`config.mk`:
```
export PLATFORM = sky130hd
export DESIGN_NAME = sck_sample_clock_ctrl
export DESIGN_NICKNAME = d
export VERILOG_FILES = /design/src/design/sck_pkg.sv /design/src/design/sck_strobe_div.sv /design/src/design/sck_sample_clock_ctrl.sv
export SDC_FILE = /design/constraint.sdc
export NUM_CORES = 1
export LEC_CHECK = 0
export BUFFER_PORTS_ARGS = -buffer_cell sky130_fd_sc_hd__buf_2
export CORE_MARGIN = 2
export CORE_UTILIZATION = 54
export CTS_BUF_LIST = sky130_fd_sc_hd__clkbuf_8 sky130_fd_sc_hd__clkbuf_16
export DETAILED_ROUTE_END_ITERATION = 10
export GPL_TIMING_DRIVEN = 0
export PLACE_DENSITY = 0.8
export SYNTH_ARGS = -nofsm -noshare
export SYNTH_HDL_FRONTEND = slang
export SYNTH_SLANG_ARGS = --single-unit
```
`constraint.sdc`:
```
create_clock -name sys_clk -period 3.6 [get_ports sys_clk]
set_clock_uncertainty 0.2 [all_clocks]
set_input_delay 0.18 -clock sys_clk [delete_from_list [all_inputs] [get_ports sys_clk]]
set_output_delay 0.18 -clock sys_clk [all_outputs]
set_load 0.02 [all_outputs]
```
`src/design/sck_pkg.sv`:
```
// Purpose: shared constants and types for the sample clock control block
// Assumes: one 100 MHz system clock, synchronous active-low reset
// Notes: field positions follow the two synthesizer control words
package sck_pkg;

  // ==========================================================
  // timing
  // ==========================================================
  localparam int SCK_CLK_PERIOD_NS = 10;
  // quiet time on the old path before the mux flips
  localparam int SCK_SWITCH_GAP_NS = 40;
  localparam int SCK_SWITCH_GAP_CYC =
    (SCK_SWITCH_GAP_NS + SCK_CLK_PERIOD_NS - 1) / SCK_CLK_PERIOD_NS;

  // ==========================================================
  // field layouts of synth_control_word_a
  // ==========================================================
  localparam int SCK_A_PATH_BIT = 0;
  localparam int SCK_A_CP_LSB = 1;
  localparam int SCK_A_PRESC_LSB = 3;
  localparam int SCK_A_MDIV_LSB = 6;
  // synth_control_word_b
  localparam int SCK_B_SLEEP_BIT = 0;
  localparam int SCK_B_VCO_LSB = 1;

  // ==========================================================
  // encodings and reset values
  // ==========================================================
  localparam logic [1:0] SCK_CP_SINGLE = 2'h1;
  localparam logic [1:0] SCK_CP_DOUBLE = 2'h3;
  localparam logic [2:0] SCK_PRESC_RESET = 3'h7;
  localparam logic [7:0] SCK_MDIV_RESET = 8'h04;
  localparam logic [5:0] SCK_VCO_RESET = 6'h00;
  localparam logic [13:0] SCK_WORD_A_RESET = 14'h0103 | 14'h0038;
  localparam logic [6:0] SCK_WORD_B_RESET = 7'h01;

  typedef enum logic [1:0] {
    SCK_ST_DIRECT = 2'b00,
    SCK_ST_HOLD_TO_PLL = 2'b01,
    SCK_ST_SYNTH = 2'b10,
    SCK_ST_HOLD_TO_DIR = 2'b11
  } sck_state_t;

  // decoded synthesizer settings seen by the analog loop
  typedef struct packed {
    logic sleep;
    logic [1:0] chargePump;
    logic [2:0] prescale;
    logic [5:0] vcoTune;
    logic [7:0] mDivide;
  } sck_synth_cfg_t;

  typedef struct packed {
    logic pathSynth;
    logic switching;
    logic ratioOk;
    logic loopFilterOk;
  } sck_status_t;

endpackage

```
`src/design/sck_strobe_div.sv`:
```
// Purpose: N divider that produces the internal output strobe
// Assumes: runs on the synthesized clock reference tick
// Notes: strobe is one cycle wide, once every divideN ticks
`timescale 1ns/1ns
module sck_strobe_div #(
  parameter int WIDTH = 8
) (
  input wire logic sys_clk,
  input wire logic rst_b,
  input wire logic enable,
  input wire logic tick,
  input wire logic [WIDTH-1:0] divideN,
  output logic strobe
);
  logic [WIDTH-1:0] count_reg;

  initial begin
    if (WIDTH < 2) $error("sck_strobe_div: WIDTH below 2");
  end

  // divide by zero or one both give a strobe every tick
  always_ff @(posedge sys_clk) begin
    if (!rst_b || !enable) begin
      count_reg <= '0;
    end else if (tick) begin
      if (count_reg + WIDTH'(1) >= divideN) begin
        count_reg <= '0;
      end else begin
        count_reg <= count_reg + WIDTH'(1);
      end
    end
  end

  always_ff @(posedge sys_clk) begin
    if (!rst_b || !enable) begin
      strobe <= 1'b0;
    end else begin
      strobe <= tick && (count_reg + WIDTH'(1) >= divideN);
    end
  end
endmodule // sck_strobe_div

```
`src/design/sck_sample_clock_ctrl.sv`:
```
// Purpose: sample-rate clock path control, synthesizer settings and strobe
// Assumes: clock edges are modelled as enable ticks in the sys_clk domain
// Notes: analog loop lives outside; this drives its settings and the mux
//
// Summary of operation
// path select clear: converter clock input drives the sample clock directly.
// sleep set: PLL and VCO asleep; bypass expects sleep set.
// path select set: PLL output becomes the sample clock.
// sleep clear enables PLL and VCO; PLL mode needs path set too.
// PLL mode multiplies the reference up to a faster sample clock.
// software picks prescaler so prescale times sample rate is 3.3-4.0 GHz.
// 3-bit prescaler code equals its divide value.
// 6-bit coarse tune shifts the VCO centre frequency.
// 8-bit plain binary M divider sets detector and pump rate.
// software keeps detector frequency below 155 MHz.
// software keeps prescaler times M within 24 to 480.
// above ratio 120 use external filter or double charge pump.
// pump code 01 single current, 11 double current.
// PLL mode makes the output strobe from the N divider.
// software sets detector rate equal to wanted strobe rate.
// strobe rate is sample rate over n times interpolation times 8.
// the sample clock feeds converter cores and core logic only.
// path changes produce no runt pulses on the sample clock.
`timescale 1ns/1ns
module sck_sample_clock_ctrl #(
  parameter int N_WIDTH = 8,
  parameter int RATIO_MIN = 24,
  parameter int RATIO_MAX = 480,
  parameter int RATIO_INT_FILTER = 120
) (
  input wire logic sys_clk,
  input wire logic rst_b,
  input wire logic converter_clock_input,
  input wire logic synth_clock_tick,
  input wire logic [13:0] synth_control_word_a,
  input wire logic [6:0] synth_control_word_b,
  input wire logic [N_WIDTH-1:0] nDivide,
  output sck_pkg::sck_synth_cfg_t synthCfg,
  output logic sampleClockTick,
  output logic output_strobe,
  output sck_pkg::sck_status_t status
);
  import sck_pkg::*;

  initial begin
    if (N_WIDTH < 2 || N_WIDTH > 16) $error("sck_sample_clock_ctrl: bad N_WIDTH");
    if (RATIO_MIN > RATIO_MAX) $error("sck_sample_clock_ctrl: bad ratio limits");
  end

  // ==========================================================
  // pin input synchroniser: three stages, change on 2nd==3rd
  // ==========================================================
  logic [2:0] inSync_reg;
  logic inLevel_reg;
  logic inLevelPrev_reg;
  logic directTick;

  always_ff @(posedge sys_clk) begin
    if (!rst_b) begin
      inSync_reg <= 3'h0;
    end else begin
      inSync_reg <= {inSync_reg[1:0], converter_clock_input};
    end
  end

  always_ff @(posedge sys_clk) begin
    if (!rst_b) begin
      inLevel_reg <= 1'b0;
      inLevelPrev_reg <= 1'b0;
    end else begin
      if (inSync_reg[1] == inSync_reg[2]) begin
        inLevel_reg <= inSync_reg[2];
      end
      inLevelPrev_reg <= inLevel_reg;
    end
  end

  assign directTick = inLevel_reg && !inLevelPrev_reg;

  // ==========================================================
  // settings registers
  // ==========================================================
  logic pathSel;
  logic sleepSel;
  logic [1:0] cpCode;
  logic [2:0] presc;
  logic [7:0] mDiv;
  logic [5:0] vcoTune;
  logic [10:0] ratio;
  sck_synth_cfg_t synthCfg_reg;

  assign pathSel = synth_control_word_a[SCK_A_PATH_BIT];
  assign cpCode = synth_control_word_a[SCK_A_CP_LSB +: 2];
  assign presc = synth_control_word_a[SCK_A_PRESC_LSB +: 3];
  assign mDiv = synth_control_word_a[SCK_A_MDIV_LSB +: 8];
  assign sleepSel = synth_control_word_b[SCK_B_SLEEP_BIT];
  assign vcoTune = synth_control_word_b[SCK_B_VCO_LSB +: 6];
  assign ratio = 11'(presc) * 11'(mDiv);

  always_ff @(posedge sys_clk) begin
    if (!rst_b) begin
      synthCfg_reg <= '{sleep: 1'b1, chargePump: SCK_CP_SINGLE, prescale: SCK_PRESC_RESET,
                        vcoTune: SCK_VCO_RESET, mDivide: SCK_MDIV_RESET};
    end else begin
      synthCfg_reg.sleep <= sleepSel;
      // unknown pump codes fall back to single current
      synthCfg_reg.chargePump <= (cpCode == SCK_CP_DOUBLE) ? SCK_CP_DOUBLE : SCK_CP_SINGLE;
      synthCfg_reg.prescale <= presc;
      synthCfg_reg.vcoTune <= vcoTune;
      synthCfg_reg.mDivide <= mDiv;
    end
  end

  assign synthCfg = synthCfg_reg;

  // ==========================================================
  // glitch-free path switch
  // ==========================================================
  sck_state_t state_reg;
  sck_state_t state_next;
  logic [7:0] gap_reg;
  logic synthRunning;
  logic synthTick;

  // the synthesized tick only counts while the loop is awake
  assign synthRunning = pathSel && !sleepSel;
  assign synthTick = synth_clock_tick && !synthCfg_reg.sleep;

  always_comb begin
    state_next = state_reg;
    case (state_reg)
      SCK_ST_DIRECT: begin
        if (synthRunning) state_next = SCK_ST_HOLD_TO_PLL;
      end
      SCK_ST_HOLD_TO_PLL: begin
        if (!synthRunning) state_next = SCK_ST_DIRECT;
        else if (gap_reg == 8'(SCK_SWITCH_GAP_CYC - 1)) state_next = SCK_ST_SYNTH;
      end
      SCK_ST_SYNTH: begin
        if (!synthRunning) state_next = SCK_ST_HOLD_TO_DIR;
      end
      SCK_ST_HOLD_TO_DIR: begin
        if (gap_reg == 8'(SCK_SWITCH_GAP_CYC - 1)) state_next = SCK_ST_DIRECT;
      end
      default: state_next = SCK_ST_DIRECT;
    endcase
  end

  always_ff @(posedge sys_clk) begin
    if (!rst_b) begin
      state_reg <= SCK_ST_DIRECT;
    end else begin
      state_reg <= state_next;
    end
  end

  // both paths held quiet for the gap, so no partial period escapes
  always_ff @(posedge sys_clk) begin
    if (!rst_b || state_next != state_reg) begin
      gap_reg <= 8'h00;
    end else if (state_reg == SCK_ST_HOLD_TO_PLL || state_reg == SCK_ST_HOLD_TO_DIR) begin
      gap_reg <= gap_reg + 8'h01;
    end
  end

  always_ff @(posedge sys_clk) begin
    if (!rst_b) begin
      sampleClockTick <= 1'b0;
    end else begin
      case (state_reg)
        SCK_ST_DIRECT: sampleClockTick <= directTick;
        SCK_ST_SYNTH: sampleClockTick <= synthTick;
        default: sampleClockTick <= 1'b0;
      endcase
    end
  end

  // ==========================================================
  // internal output strobe from N divider
  // ==========================================================
  sck_strobe_div #(
    .WIDTH(N_WIDTH)
  ) u_strobe_div (
    .sys_clk(sys_clk),
    .rst_b(rst_b),
    .enable(state_reg == SCK_ST_SYNTH),
    .tick(synthTick),
    .divideN(nDivide),
    .strobe(output_strobe)
  );

  // ==========================================================
  // status
  // ==========================================================
  always_ff @(posedge sys_clk) begin
    if (!rst_b) begin
      status <= '0;
    end else begin
      status.pathSynth <= (state_reg == SCK_ST_SYNTH);
      status.switching <= state_reg == SCK_ST_HOLD_TO_PLL || state_reg == SCK_ST_HOLD_TO_DIR;
      status.ratioOk <= ratio >= 11'(RATIO_MIN) && ratio <= 11'(RATIO_MAX);
      status.loopFilterOk <= ratio <= 11'(RATIO_INT_FILTER) || cpCode == SCK_CP_DOUBLE;
    end
  end
endmodule // sck_sample_clock_ctrl

```
## Word-level counts from Yosys, hierarchy flattened

Cells that the tools add are included.

| cells by class | value |
|---|---|
| $add $sub $neg | 2 |
| multiply operators | 1 |
| order comparisons | 4 |
| equality and inequality tests | 7 |
| mux-type cells | 9 |
| reduce and logical (&&, ||, !) cells | 15 |

Operators by type and width:

| cell | count |
|---|---|
| adder 8 x 1 -> 8 bit, second input constant | 2 |
| 2-to-1 mux 2 bit | 6 |
| >= comparator 11 x 5 -> 1 bit, second input constant | 1 |
| <= comparator 11 x 7 -> 1 bit, second input constant | 1 |
| <= comparator 11 x 9 -> 1 bit, second input constant | 1 |
| multiplier 3 x 8 -> 11 bit | 1 |
| equality test 8 x 2 -> 1 bit, second input constant | 1 |
| >= comparator 8 bit | 1 |
| 2-to-1 mux 8 bit | 1 |
| one-hot mux 2 bit (4 select lines) | 1 |
| equality test 2 bit, second input constant | 3 |
| logical AND 1 bit | 5 |
| zero test 1 bit | 5 |
| logical OR 1 bit | 4 |
| equality test 2 x 1 -> 1 bit, second input constant | 1 |
| zero test 2 bit | 1 |
| inequality test 2 bit | 1 |
| one-hot mux 1 bit (2 select lines) | 1 |
| equality test 1 bit | 1 |

| storage, ports and cells | value |
|---|---|
| register bits after elaboration | 49 |
| input bits | 33 |
| output and inout port bits | 26 |
| logic and storage cells | 55 |

## Depth between registers and ports, before layout

Gate-level depths: netlist of run 1.

| logic depth | value |
|---|---|
| word-level depth | 6 |
| gate-level depth with buffers | 11 |
| gate-level depth less buffers | 10 |

## By module

From an unflattened synthesis of run 1, not the netlist that was laid out.

| unflattened totals | value |
|---|---|
| cell total of the unflattened synthesis | 278 |
| area total of the unflattened synthesis | 2,607.5 um2 |

Modules (own cells, without submodules):

| module | instances | cells an instance | area each (um2) | sequential area each (um2) |
|---|---|---|---|---|
| sck_sample_clock_ctrl | 1 | 211 | 1,980.6 | 780.7 |
| sck_strobe_div | 1 | 67 | 626.9 | 180.2 |

## Worst setup path after synthesis of run 1

No wires, ideal clock.

| timing path | value |
|---|---|
| path type | input to register |
| from | input port synth_control_word_a[5] |
| to | register status[1] in the netlist's numbering |
| setup time | 0.121 ns |
| arrival | 2.480 ns |
| required time | 3.279 ns |
| path slack | 0.799 ns |
| cell stages on the path | 10 |
| buffers on the path | 0 |
| cell sequence | and2_1 > fa_1 > ha_1 > fa_1 > a211oi_2 > nor2_1 > xnor2_1 > or3_1 > nor3_1 > nor3_1 |

| between the ends | value |
|---|---|
| longest elaborated chain between the ends | 3 |
| elaborated cells between the ends (all ways) | 4 |
| classes of those cells | mul: 1; order compare: 2; reduce/logical: 1 |

RTL lines:

| what | RTL line | RTL |
|---|---|---|
| from (decl) | sck_sample_clock_ctrl.sv:35 | `input wire logic [13:0] synth_control_word_a,` |
| multiplier 3 x 8 -> 11 bit * | sck_sample_clock_ctrl.sv:98 | `assign ratio = 11'(presc) * 11'(mDiv);` |
| >= comparator 11 x 5 -> 1 bit or <= comparator 11 x 9 -> 1 bit (tied branches) | sck_sample_clock_ctrl.sv:201 | `status.ratioOk <= ratio >= 11'(RATIO_MIN) && ratio <= 11'(RATIO_MAX);` |
| logical AND 1 bit * | sck_sample_clock_ctrl.sv:201 |  |
| to (decl) | sck_sample_clock_ctrl.sv:41 | `output sck_pkg::sck_status_t status` |

Mark *: on every way between the ends. The rest lies on a longest branch, timed or not.
A chain may end at the register's enable or synchronous reset.

## Worst setup path in the final report of run 1

| timing path | value |
|---|---|
| from | input port synth_control_word_a[6] |
| to | register status[1] in the netlist's numbering |

Same word-level chain as after synthesis.

==> reports/qor.yml, run 1 <==
outcome: "finished clean"
start_kind: "input pin"
grt-ovfl-total: 0
finalMaxSlewViolations: 0
core.rowCount: 25
antenna_left: 0
ys.flop_type: "dfxtp_1"
synth_top_family_by_area: "simple AND/OR/NAND/NOR gates"
p_per_area_mw_per_mm2: 368
viasPerCell: 5.22
worstSkewPairLatency_ns: 0.29
synth_edf_count: 0
synth_xor_xnor_area_share_pct: 6.07
synth_compound_area_share_pct: 10.3
largest_register_ffs: 19
hpwl_um: 3730
post_drt_wl_per_cell_um: 12.0
arrival_ns: 3.30
drive_gt1_share_pct: 20.2
numCtsBuffers: 5
async_reset_ff_share_pct: 0
yosys-top-cells-area: "dfxtp_1 (37%), ha_1 (9.7%), and2_1 (8.0%)"
cp-end-kind: "flip-flop"
p_switching_mw: 0.299
grt_use_total_pct: 21.2
final.min_clock_period_ns: 3.32
synth.area.mux_share_pct: 0.388
final.setup.tns_ns: 0
hold_class: "in -> reg"
synth-seq-cells: 48
synth_most_common_cell: "dfxtp_1"
area_growth_pct: 26.0
grt_pass1_wl_um: 8950
netlist_instances: 288
worst_pin_slew_ns: 0.631
core_area_mm2: 0.00466
hold_viol_final: 0
seqPwrFrac_pct: 46.3
n_fill_cell: 372
layout.nets: 431
p_leak_nw: 1.50
tritoncts: "done"
r2r-start: "u_strobe_div.count_reg[2]"
drt_first_pass_iters: 4
yosysWarnings: 0
ir_worst_vdd_uv: 215
synthAdderAreaFrac_pct: 15.1
relSlewSlack_pct: 57.7
fin_cells: 426
crit_fanout: 4
maxCapViolations: 0
root_buffer: "clkbuf_8"
h-tree-depth: 2
hp-start: "synth_control_word_a[5]"
die_y_um: 73.1
grt_max_degree: 15
clock_power_share_pct: 34.7
synth_top_area_share_pct: 37.3
die-area_mm2: 0.00534
switching_share_pct: 25.0
drtIter0Drc: 133
antenna_cells: 0
p_comb_share_pct: 19.0
grt_pass1_vias: 2132
ys_seq_area_share_pct: 37.3
drc_errors: 0
antenna_found_initial: 0
mappedNetlistNets: 348
clock-sinks: 48
synth_simple_gate_area_share_pct: 27.1
io_buffers: 57
ys_types: 46
num_vias: 2222
die_x_um: 73.1
crit_required_ns: 3.58
clk_pin_slew_worst_paths_ns: 0.08
critical_path_class: "in -> reg"
avgSynthCellArea_um2: 8.95
initial_utilization_pct: 55.3
cts.path.max_buffers: 2
post-route-period-util_pct: 92.3
startpoint: "synth_control_word_a[6]"
rsz0062_at_grt: "no"
routabilityCongestion: 0.815
synth.largest_area_cell: "dfxtp_1"
power.internal_mw: 0.896
dp.cells: 399
final-setup-viol-count: 0
synth_common_cells: "dfxtp_1 (48), and2_1 (33), nand2_1 (32), ha_1 (20), nor2_1 (17)"
syn_area_mm2: 0.00258
max_freq_mhz: 301
top_level_ports: 59
wirelength_um: 5110
==> placed cells by master (no fill, tap or decap), types with 7 or more instances in the layout <==
| master | netlist | final |
|---|---|---|
| buf_2 | 0 | 57 |
| dlygate4sd3_1 | 0 | 19 |
| nor3_1 | 11 | 11 |
| nand3_1 | 9 | 9 |
| xor2_1 | 9 | 9 |
| dfxtp_1 | 48 | 48 |
| a21oi_1 | 11 | 11 |
| nor2_1 | 17 | 17 |
| fa_1 | 7 | 7 |
| nand2b_1 | 7 | 7 |
| o21ai_0 | 9 | 9 |
| nand2_1 | 32 | 32 |
| ha_1 | 20 | 20 |
| xnor2_1 | 7 | 7 |
| and2_1 | 33 | 33 |
| inv_1 | 15 | 15 |
| clkbuf_8 | 0 | 7 |
==> layer usage <==
metal / wire length, um / track usage [%] / up-vias / share of wire, %
li1: - / - / 1130 / -
met1: 2170 / 26.4 / 1042 / 42
met2: 2680 / 36.5 / 43 / 52
met3: 189 / 4.14 / 7 / 3.7
met4: 74 / 7.00 / 0 / 1.4
met5: 0 / 0 / - / 0
==> path summary, 6_finish.rpt <==
check | end | slack, ns | cells after the start
worst max-delay path | status[1] | 0.28 | 12
worst min-delay path | synthCfg[16] | 0.01 | 2
worst max register to register | u_strobe_div.count_reg[2] | 0.95 | 11
worst min register to register | inSync_reg[1] | 0.24 | 1
==> power groups by stage <==
stage | registers [mW] | clock network (mW) | logic, mW
detailed placement | 0.566 | 0 | 0.210
global placement | 0.565 | 0 | 0.205
global route | 0.555 | 0.444 | 0.259
CTS | 0.553 | 0.422 | 0.228
finish | 0.553 | 0.415 | 0.227
floorplan | 0.586 | 0 | 0.127
==> cells by family after synthesis <==
| logic type | after synthesis |
|---|---|
| AND/OR/NAND/NOR | 131 |
| other | 1 |
| buffers and inverters | 23 |
| AO/OA/AOI/OAI | 40 |
| flip-flops | 48 |
| adder cells (fa/ha/maj) | 27 |
| XOR/XNOR | 17 |
| multiplexers | 1 |
==> repair_timing <==
action | CTS | global route
hold buffers | 19 | 0
setup buffers | 0 | 0
hold endpoints to repair | 19 | 0
resized for setup | 0 | 0
==> cell type report <==
cell class | instances | area, um2 | share of cell area (%)
Buffer | 8 | 37.5 | 1.16
Timing Repair Buffer | 76 | 475 | 14.6
Tap cell | 54 | 67.6 | 2.08
Multi-Input combinational cell | 217 | 1520 | 46.9
Clock buffer | 7 | 96.3 | 2.97
Sequential cell | 48 | 961 | 29.6
Clock inverter | 1 | 30.0 | 0.924
Inverter | 15 | 56.3 | 1.73
==> worst max-delay path: stages <==
cell	delay, ns
dlygate4sd3_1	0.53
buf_2	0.14
and2_1	0.15
fa_1	0.47
ha_1	0.25
fa_1	0.43
a211oi_2	0.23
nor2_1	0.09
xnor2_1	0.16
or3_1	0.39
nor3_1	0.19
nor3_1	0.09
==> through the flow <==
stage	area, um2	total power [mW]	hold WS (ns)	utilization, %	worst slack [ns]
finish	3250	1.20	0.0109	69.7	0.279
floorplan	2580	0.713	0.0815	-	0.799
global placement	2930	0.770	0.186	62.9	0.507
detailed placement	2930	0.776	0.187	62.9	0.456
global route	3250	1.26	0.0258	69.7	0.108
CTS	3250	1.20	0.00360	69.7	0.283
(Power assumes the default switching activity.)
==> run 2, diff against run 1 <==
Settings changed: SYNTH_HIERARCHICAL set to 1.
==> run 2 against run 1 <==
  * Power fell by 2.1%
  * Clock power fell by 13%
  * Non-clock buffer count fell by 3
  * Cell area barely moved
  * Maximum frequency fell by 0.47%
  * Die area rose by 1.1%
  * Global-route usage rose by 1.2 points
  * Via count fell by 0.68%
  * Clock-buffer cell count fell by 2
  * Critical path depth fell by 1
  * Register-to-register slack improved by 0.15 ns
  * Synthesized cell count fell by 3.5%
  * Largest power group unchanged
==> reports/qor.yml, run 2 <==
outcome: "finished clean"
drt_first_pass_iters: 6
clock-sinks: 48
io_buffers: 57
wirelength_um: 5430
grt_use_total_pct: 22.4
drtIter0Drc: 105
die_y_um: 73.5
yosysWarnings: 6
maxCapViolations: 0
crit_chain: "dlygate4sd3_1, buf_2, and2_1, fa_1, ha_1, fa_1, a211oi_2, or2_2, nand4_1, nor4_1, nor4_1"
drive_gt1_share_pct: 21.2
largest_register_ffs: 19
grt-ovfl-total: 0
final.setup.tns_ns: 0
antenna_cells: 0
core.rowCount: 25
synth_common_cells: "dfxtp_1 (48), and2_1 (34), nand2_1 (21), ha_1 (20), inv_1 (17)"
numCtsBuffers: 5
final.min_clock_period_ns: 3.34
final_util_pct: 69.3
final_common_cell: "buf_2"
grt_max_degree: 14
rsz0062_at_grt: "no"
initial_utilization_pct: 55.6
top_level_ports: 59
synth_most_common_cell: "dfxtp_1"
synth-seq-cells: 48
antenna_found_initial: 0
root_buffer: "clkbuf_8"
async_reset_ff_share_pct: 0
tritoncts: "done"
start_kind: "input pin"
h-tree-depth: 2
critical_path_class: "in -> reg"
worstSkewPairLatency_ns: 0.30
grt_pass1_wl_um: 9270
syn_area_mm2: 0.00261
max_freq_mhz: 300
netlist_instances: 278
crit_required_ns: 3.57
antenna_left: 0
routabilityCongestion: 0.888
synth.largest_area_cell: "dfxtp_1"
drc_errors: 0
crit_fanout: 4
critPathMaxStageDelay_ns: 0.53
layout.nets: 420
num_vias: 2207
avgSynthCellArea_um2: 9.38
die-area_mm2: 0.00540
mappedNetlistNets: 338
hold_viol_final: 0
area_growth_pct: 24.7
ys_seq_area_share_pct: 36.9
yosys-top-cells-area: "dfxtp_1 (37%), ha_1 (9.6%), and2_1 (8.2%)"
p_leak_nw: 1.57
cts.path.max_buffers: 2
hold_class: "in -> reg"
viasPerCell: 5.34
post_drt_wl_per_cell_um: 13.1
cp-end-kind: "flip-flop"
ys.flop_type: "dfxtp_1"
clk_pin_slew_worst_paths_ns: 0.08
ys_types: 52
ir_worst_vdd_uv: 223
grt_pass1_vias: 2156
die_x_um: 73.5
finalMaxSlewViolations: 0
hpwl_um: 3930
core_area_mm2: 0.00469
final-setup-viol-count: 0
post-route-period-util_pct: 92.7
critPathSlowestCell: "dlygate4sd3_1"
arrival_ns: 3.31
synth_top_area_share_pct: 36.9
synth_edf_count: 0
final_cell_mix: "buf_2 (57), dfxtp_1 (48), and2_1 (34), nand2_1 (21), ha_1 (20)"
p_per_area_mw_per_mm2: 360
-- run 2: changes by cell type in the layout (fill, tap and decap cells not counted), sizes merged, moves of 3 or more --
cell	delta
a21oi	-6
a22o	+6
and3	+4
clkbuf	-3
inv	+3
nand2	-11
nand3	-4
nor3	-5
o21ai	-5
or4	+3
xnor2	-3
-- run 2: repair_timing --
| action | 4_1_cts | 5_1_grt |
|---|---|---|
| hold buffers | 18 | 0 |
| endpoints found under the setup margin | 0 | 2 |
| endpoints found under the hold margin | 18 | 0 |
| resized for setup | 0 | 2 |
| setup buffers | 0 | 0 |
-- run 2: logic make-up (layout without fill, tap and decap cells) --
kind of cell / Yosys count / after routing / synth area share (%)
compound gates: 44 / 44 / 13.9
xor+xnor: 14 / 14 / 4.70
fa+ha+maj: 28 / 28 / 15.4
buf+inv: 24 / 105 / 3.60
flops: 48 / 48 / 36.9
mux: 1 / 1 / 0.384
other cells: 1 / 1 / 0.144
simple gates: 118 / 118 / 25.0
-- run 2: final cells by class --
cell class	count	area, um2
Buffer	6	26.3
Clock buffer	5	68.8
Clock inverter	1	30.0
Fill cell	364	1440
Inverter	18	67.6
Multi-Input combinational cell	206	1560
Sequential cell	48	961
Tap cell	54	67.6
Timing Repair Buffer	75	465
-- run 2: path summary, 6_finish.rpt --
check / startpoint / slack (ns) / end / depth (start not counted)
min: synth_control_word_a[4] / 0.007 / synthCfg[15] / 2
max: synth_control_word_a[6] / 0.26 / status[1] / 11
max reg2reg: u_strobe_div/count_reg[0] / 1.10 / u_strobe_div/count_reg[4] / 8
min reg2reg: inSync_reg[0] / 0.25 / inSync_reg[1] / 1
-- run 2: critical path, delay by kind of cell --
family	cells	cell delay (ns)
AOI/OAI and AO/OA	1	0.34
adders and majority gates	3	1.17
and+or+nand+nor	5	0.95
buffers and inverters	2	0.67
-- run 2: per-stage QoR --
stage	area (um2)	hold slack, ns	total power [mW]	setup slack [ns]	std cells
floorplan	2610	0.0815	0.729	0.765	278
detailed placement	2960	0.191	0.797	0.255	389
global route	3250	0.0240	1.24	0.0459	413
finish	3250	0.00736	1.17	0.263	413
CTS	3240	0.00919	1.17	0.101	413
global placement	2960	0.185	0.792	0.292	389
-- run 2: where the power goes --
group          switching (mW)  internal, mW  leakage, nW
Clock                   0.163         0.199       0.0501
Sequential            0.00480         0.548        0.393
Combinational           0.141         0.113         1.13
Total                   0.309         0.861         1.57
-- run 2: metal layers --
layer / vias up / routed length (um) / GRT usage (%)
met3: 12 / 249 / 4.80
met2: 59 / 2760 / 39.2
met4: 0 / 134 / 9.90
li1: 1116 / - / -
met1: 1020 / 2280 / 26.1
met5: - / 0 / 0
==> run 3, diff against run 2 <==
Settings changed: ABC_AREA set to 1, CORE_UTILIZATION 54 to 55, CTS_BUF_LIST sky130_fd_sc_hd__clkbuf_8 sky130_fd_sc_hd__clkbuf_16 to not set.
==> run 3 against run 2 <==
  * Sequential cell count unchanged
  * Global-route usage up 0.44 points
  * Largest power group unchanged
  * Maximum frequency up 17%
  * Area after synthesis up 6.8%
  * Highest routed layer unchanged
  * Power down 6.0%
  * Hold slack better by 0.046 ns
  * Register-to-register slack better by 0.18 ns
==> reports/qor.yml, run 3 <==
rsz0062_at_grt: "no"
area_growth_pct: 22.0
netlist_instances: 387
start_kind: "input pin"
cts_resized: 0
final_cell_mix: "nand2_1 (112), inv_1 (74), buf_2 (57), dfxtp_1 (48), nor2_1 (33)"
clock-sinks: 48
io_buffers: 54
syn_area_mm2: 0.00278
antenna_cells: 0
root_buffer: "clkbuf_8"
synth_top_family_by_area: "simple AND/OR/NAND/NOR gates"
crit_required_ns: 3.64
h-tree-depth: 2
hold_class: "in -> reg"
ir_worst_vdd_uv: 194
hold_depth: 5
wirelength_um: 5870
yosys-top-cells-area: "dfxtp_1 (35%), nand2_1 (15%), inv_1 (10%)"
final.min_clock_period_ns: 2.85
grt_pass1_vias: 2449
layout.nets: 526
reg2reg_depth: 13
synth-seq-cells: 48
synth.area.mux_share_pct: 0
hold_viol_final: 0
synth_edf_count: 0
outcome: "finished clean"
max_freq_mhz: 350
final_common_cell: "nand2_1"
grt-ovfl-total: 0
num_vias: 2547
synth.largest_area_cell: "dfxtp_1"
hold_ws_ns: 0.0533
p_per_area_mw_per_mm2: 324
drtIter0Drc: 113
final.setup.tns_ns: 0
grt_pass1_wl_um: 9910
post-route-period-util_pct: 79.3
ys_seq_area_share_pct: 34.5
critical_path_class: "in -> reg"
grt_max_degree: 14
die_x_um: 75.1
async_reset_ff_share_pct: 0
mappedNetlistNets: 447
core.rowCount: 25
top_level_ports: 59
crit_fanout: 4
routabilityCongestion: 0.784
drive_gt1_share_pct: 18.2
worstSkewPairLatency_ns: 0.30
arrival_ns: 2.90
ys.flop_type: "dfxtp_1"
clk_pin_slew_worst_paths_ns: 0.08
maxCapViolations: 0
tritoncts: "done"
core_area_mm2: 0.00482
synth_simple_gate_area_share_pct: 31.0
ys_types: 34
grt_use_total_pct: 22.8
synth_common_cells: "nand2_1 (112), inv_1 (74), dfxtp_1 (48), nor2_1 (33), ha_1 (20)"
final-setup-viol-count: 0
die-area_mm2: 0.00565
synth_most_common_cell: "nand2_1"
synth_compound_area_share_pct: 4.63
viasPerCell: 4.78
cts.path.max_buffers: 2
largest_register_ffs: 19
yosysWarnings: 6
numCtsBuffers: 5
drc_errors: 0
post_drt_wl_per_cell_um: 11.0
synth_xor_xnor_area_share_pct: 3.73
synthAdderAreaFrac_pct: 14.0
synth_top_area_share_pct: 34.5
initial_utilization_pct: 57.8
p_leak_nw: 1.94
cp-end-kind: "flip-flop"
drt_first_pass_iters: 4
hpwl_um: 4350
antenna_found_initial: 0
die_y_um: 75.1
antenna_left: 0
avgSynthCellArea_um2: 7.19
finalMaxSlewViolations: 0
==> run 3: cell types whose count changed after synthesis, moves of 5 or more <==
cell / change
a21oi_1: +8
a22o_1: -6
and2_1: -33
inv_1: +57
nand2_1: +91
nand2_2: +5
nand2b_1: -6
nand3_1: +12
nand4_1: +7
nor2_1: +17
nor2b_1: -5
nor3_1: -5
o21ai_0: -5
==> run 3: worst max-delay path, stage by stage <==
cell           delay, ns
dlygate4sd3_1       0.55
buf_2               0.15
nand2_1             0.07
inv_1               0.06
fa_1                0.44
ha_1                0.24
fa_1                0.41
nand3_1             0.12
nand3_1             0.09
nand2_1             0.09
nand2_1             0.07
nand2_1             0.06
nand2_1             0.04
nor2_1              0.15
nand3_1             0.10
nand2_1             0.06
==> run 3: path summary, 6_finish.rpt <==
check / startpoint / end / slack [ns]
setup / recovery: synth_control_word_a[8] / status[0] / 0.75
hold / removal: synth_clock_tick / sampleClockTick / 0.05
setup reg to reg: u_strobe_div/count_reg[0] / u_strobe_div/count_reg[0] / 1.28
hold reg to reg: inSync_reg[0] / inSync_reg[1] / 0.22
==> run 3: layout make-up <==
class / count / area, um2
buffer: 8 / 45.0
clock buffer: 6 / 72.6
clock inverter: 1 / 5.00
fill: 422 / 1420
inverter: 77 / 289
multi-input combinational: 254 / 1490
sequential: 48 / 961
tap: 67 / 83.8
timing repair buffer: 72 / 450
==> run 3: what timing repair did <==
| item | in CTS | in global routing |
|---|---|---|
| hold buffers | 18 | 0 |
| setup buffers | 0 | 0 |
| hold endpoints to repair | 18 | 0 |
==> run 3: kinds of logic after synthesis <==
group           count (synthesis)
other cells                     1
xor+xnor                       11
buf+inv                        85
flops                          48
compound gates                 21
simple gates                  194
fa+ha+maj                      27
==> run 3: power by group <==
| group | switching, mW | internal (mW) |
|---|---|---|
| Combinational | 0.150 | 0.101 |
| Clock | 0.163 | 0.132 |
| Sequential | 0.00480 | 0.548 |
| Total | 0.318 | 0.782 |
==> run 3: layer usage <==
metal	track usage, %	share of wire, %	vias up
met5	0	0	-
met4	8.58	1.7	0
met3	4.02	2.4	8
met1	24.6	42	1175
li1	-	-	1326
met2	44.1	53	38
==> run 3: stage by stage <==
stage | utilization, % | std cells | area [um2] | setup slack, ns | total power [mW]
final | 70.5 | 533 | 3400 | 0.746 | 1.10
after global routing | 70.5 | 533 | 3400 | 0.475 | 1.17
after CTS | 70.5 | 533 | 3400 | 0.747 | 1.11
after detailed placement | 65.1 | 508 | 3140 | 0.790 | 0.802
after global placement | 65.1 | 508 | 3140 | 0.855 | 0.794
after floorplan | - | 387 | 2780 | 1.12 | 0.735
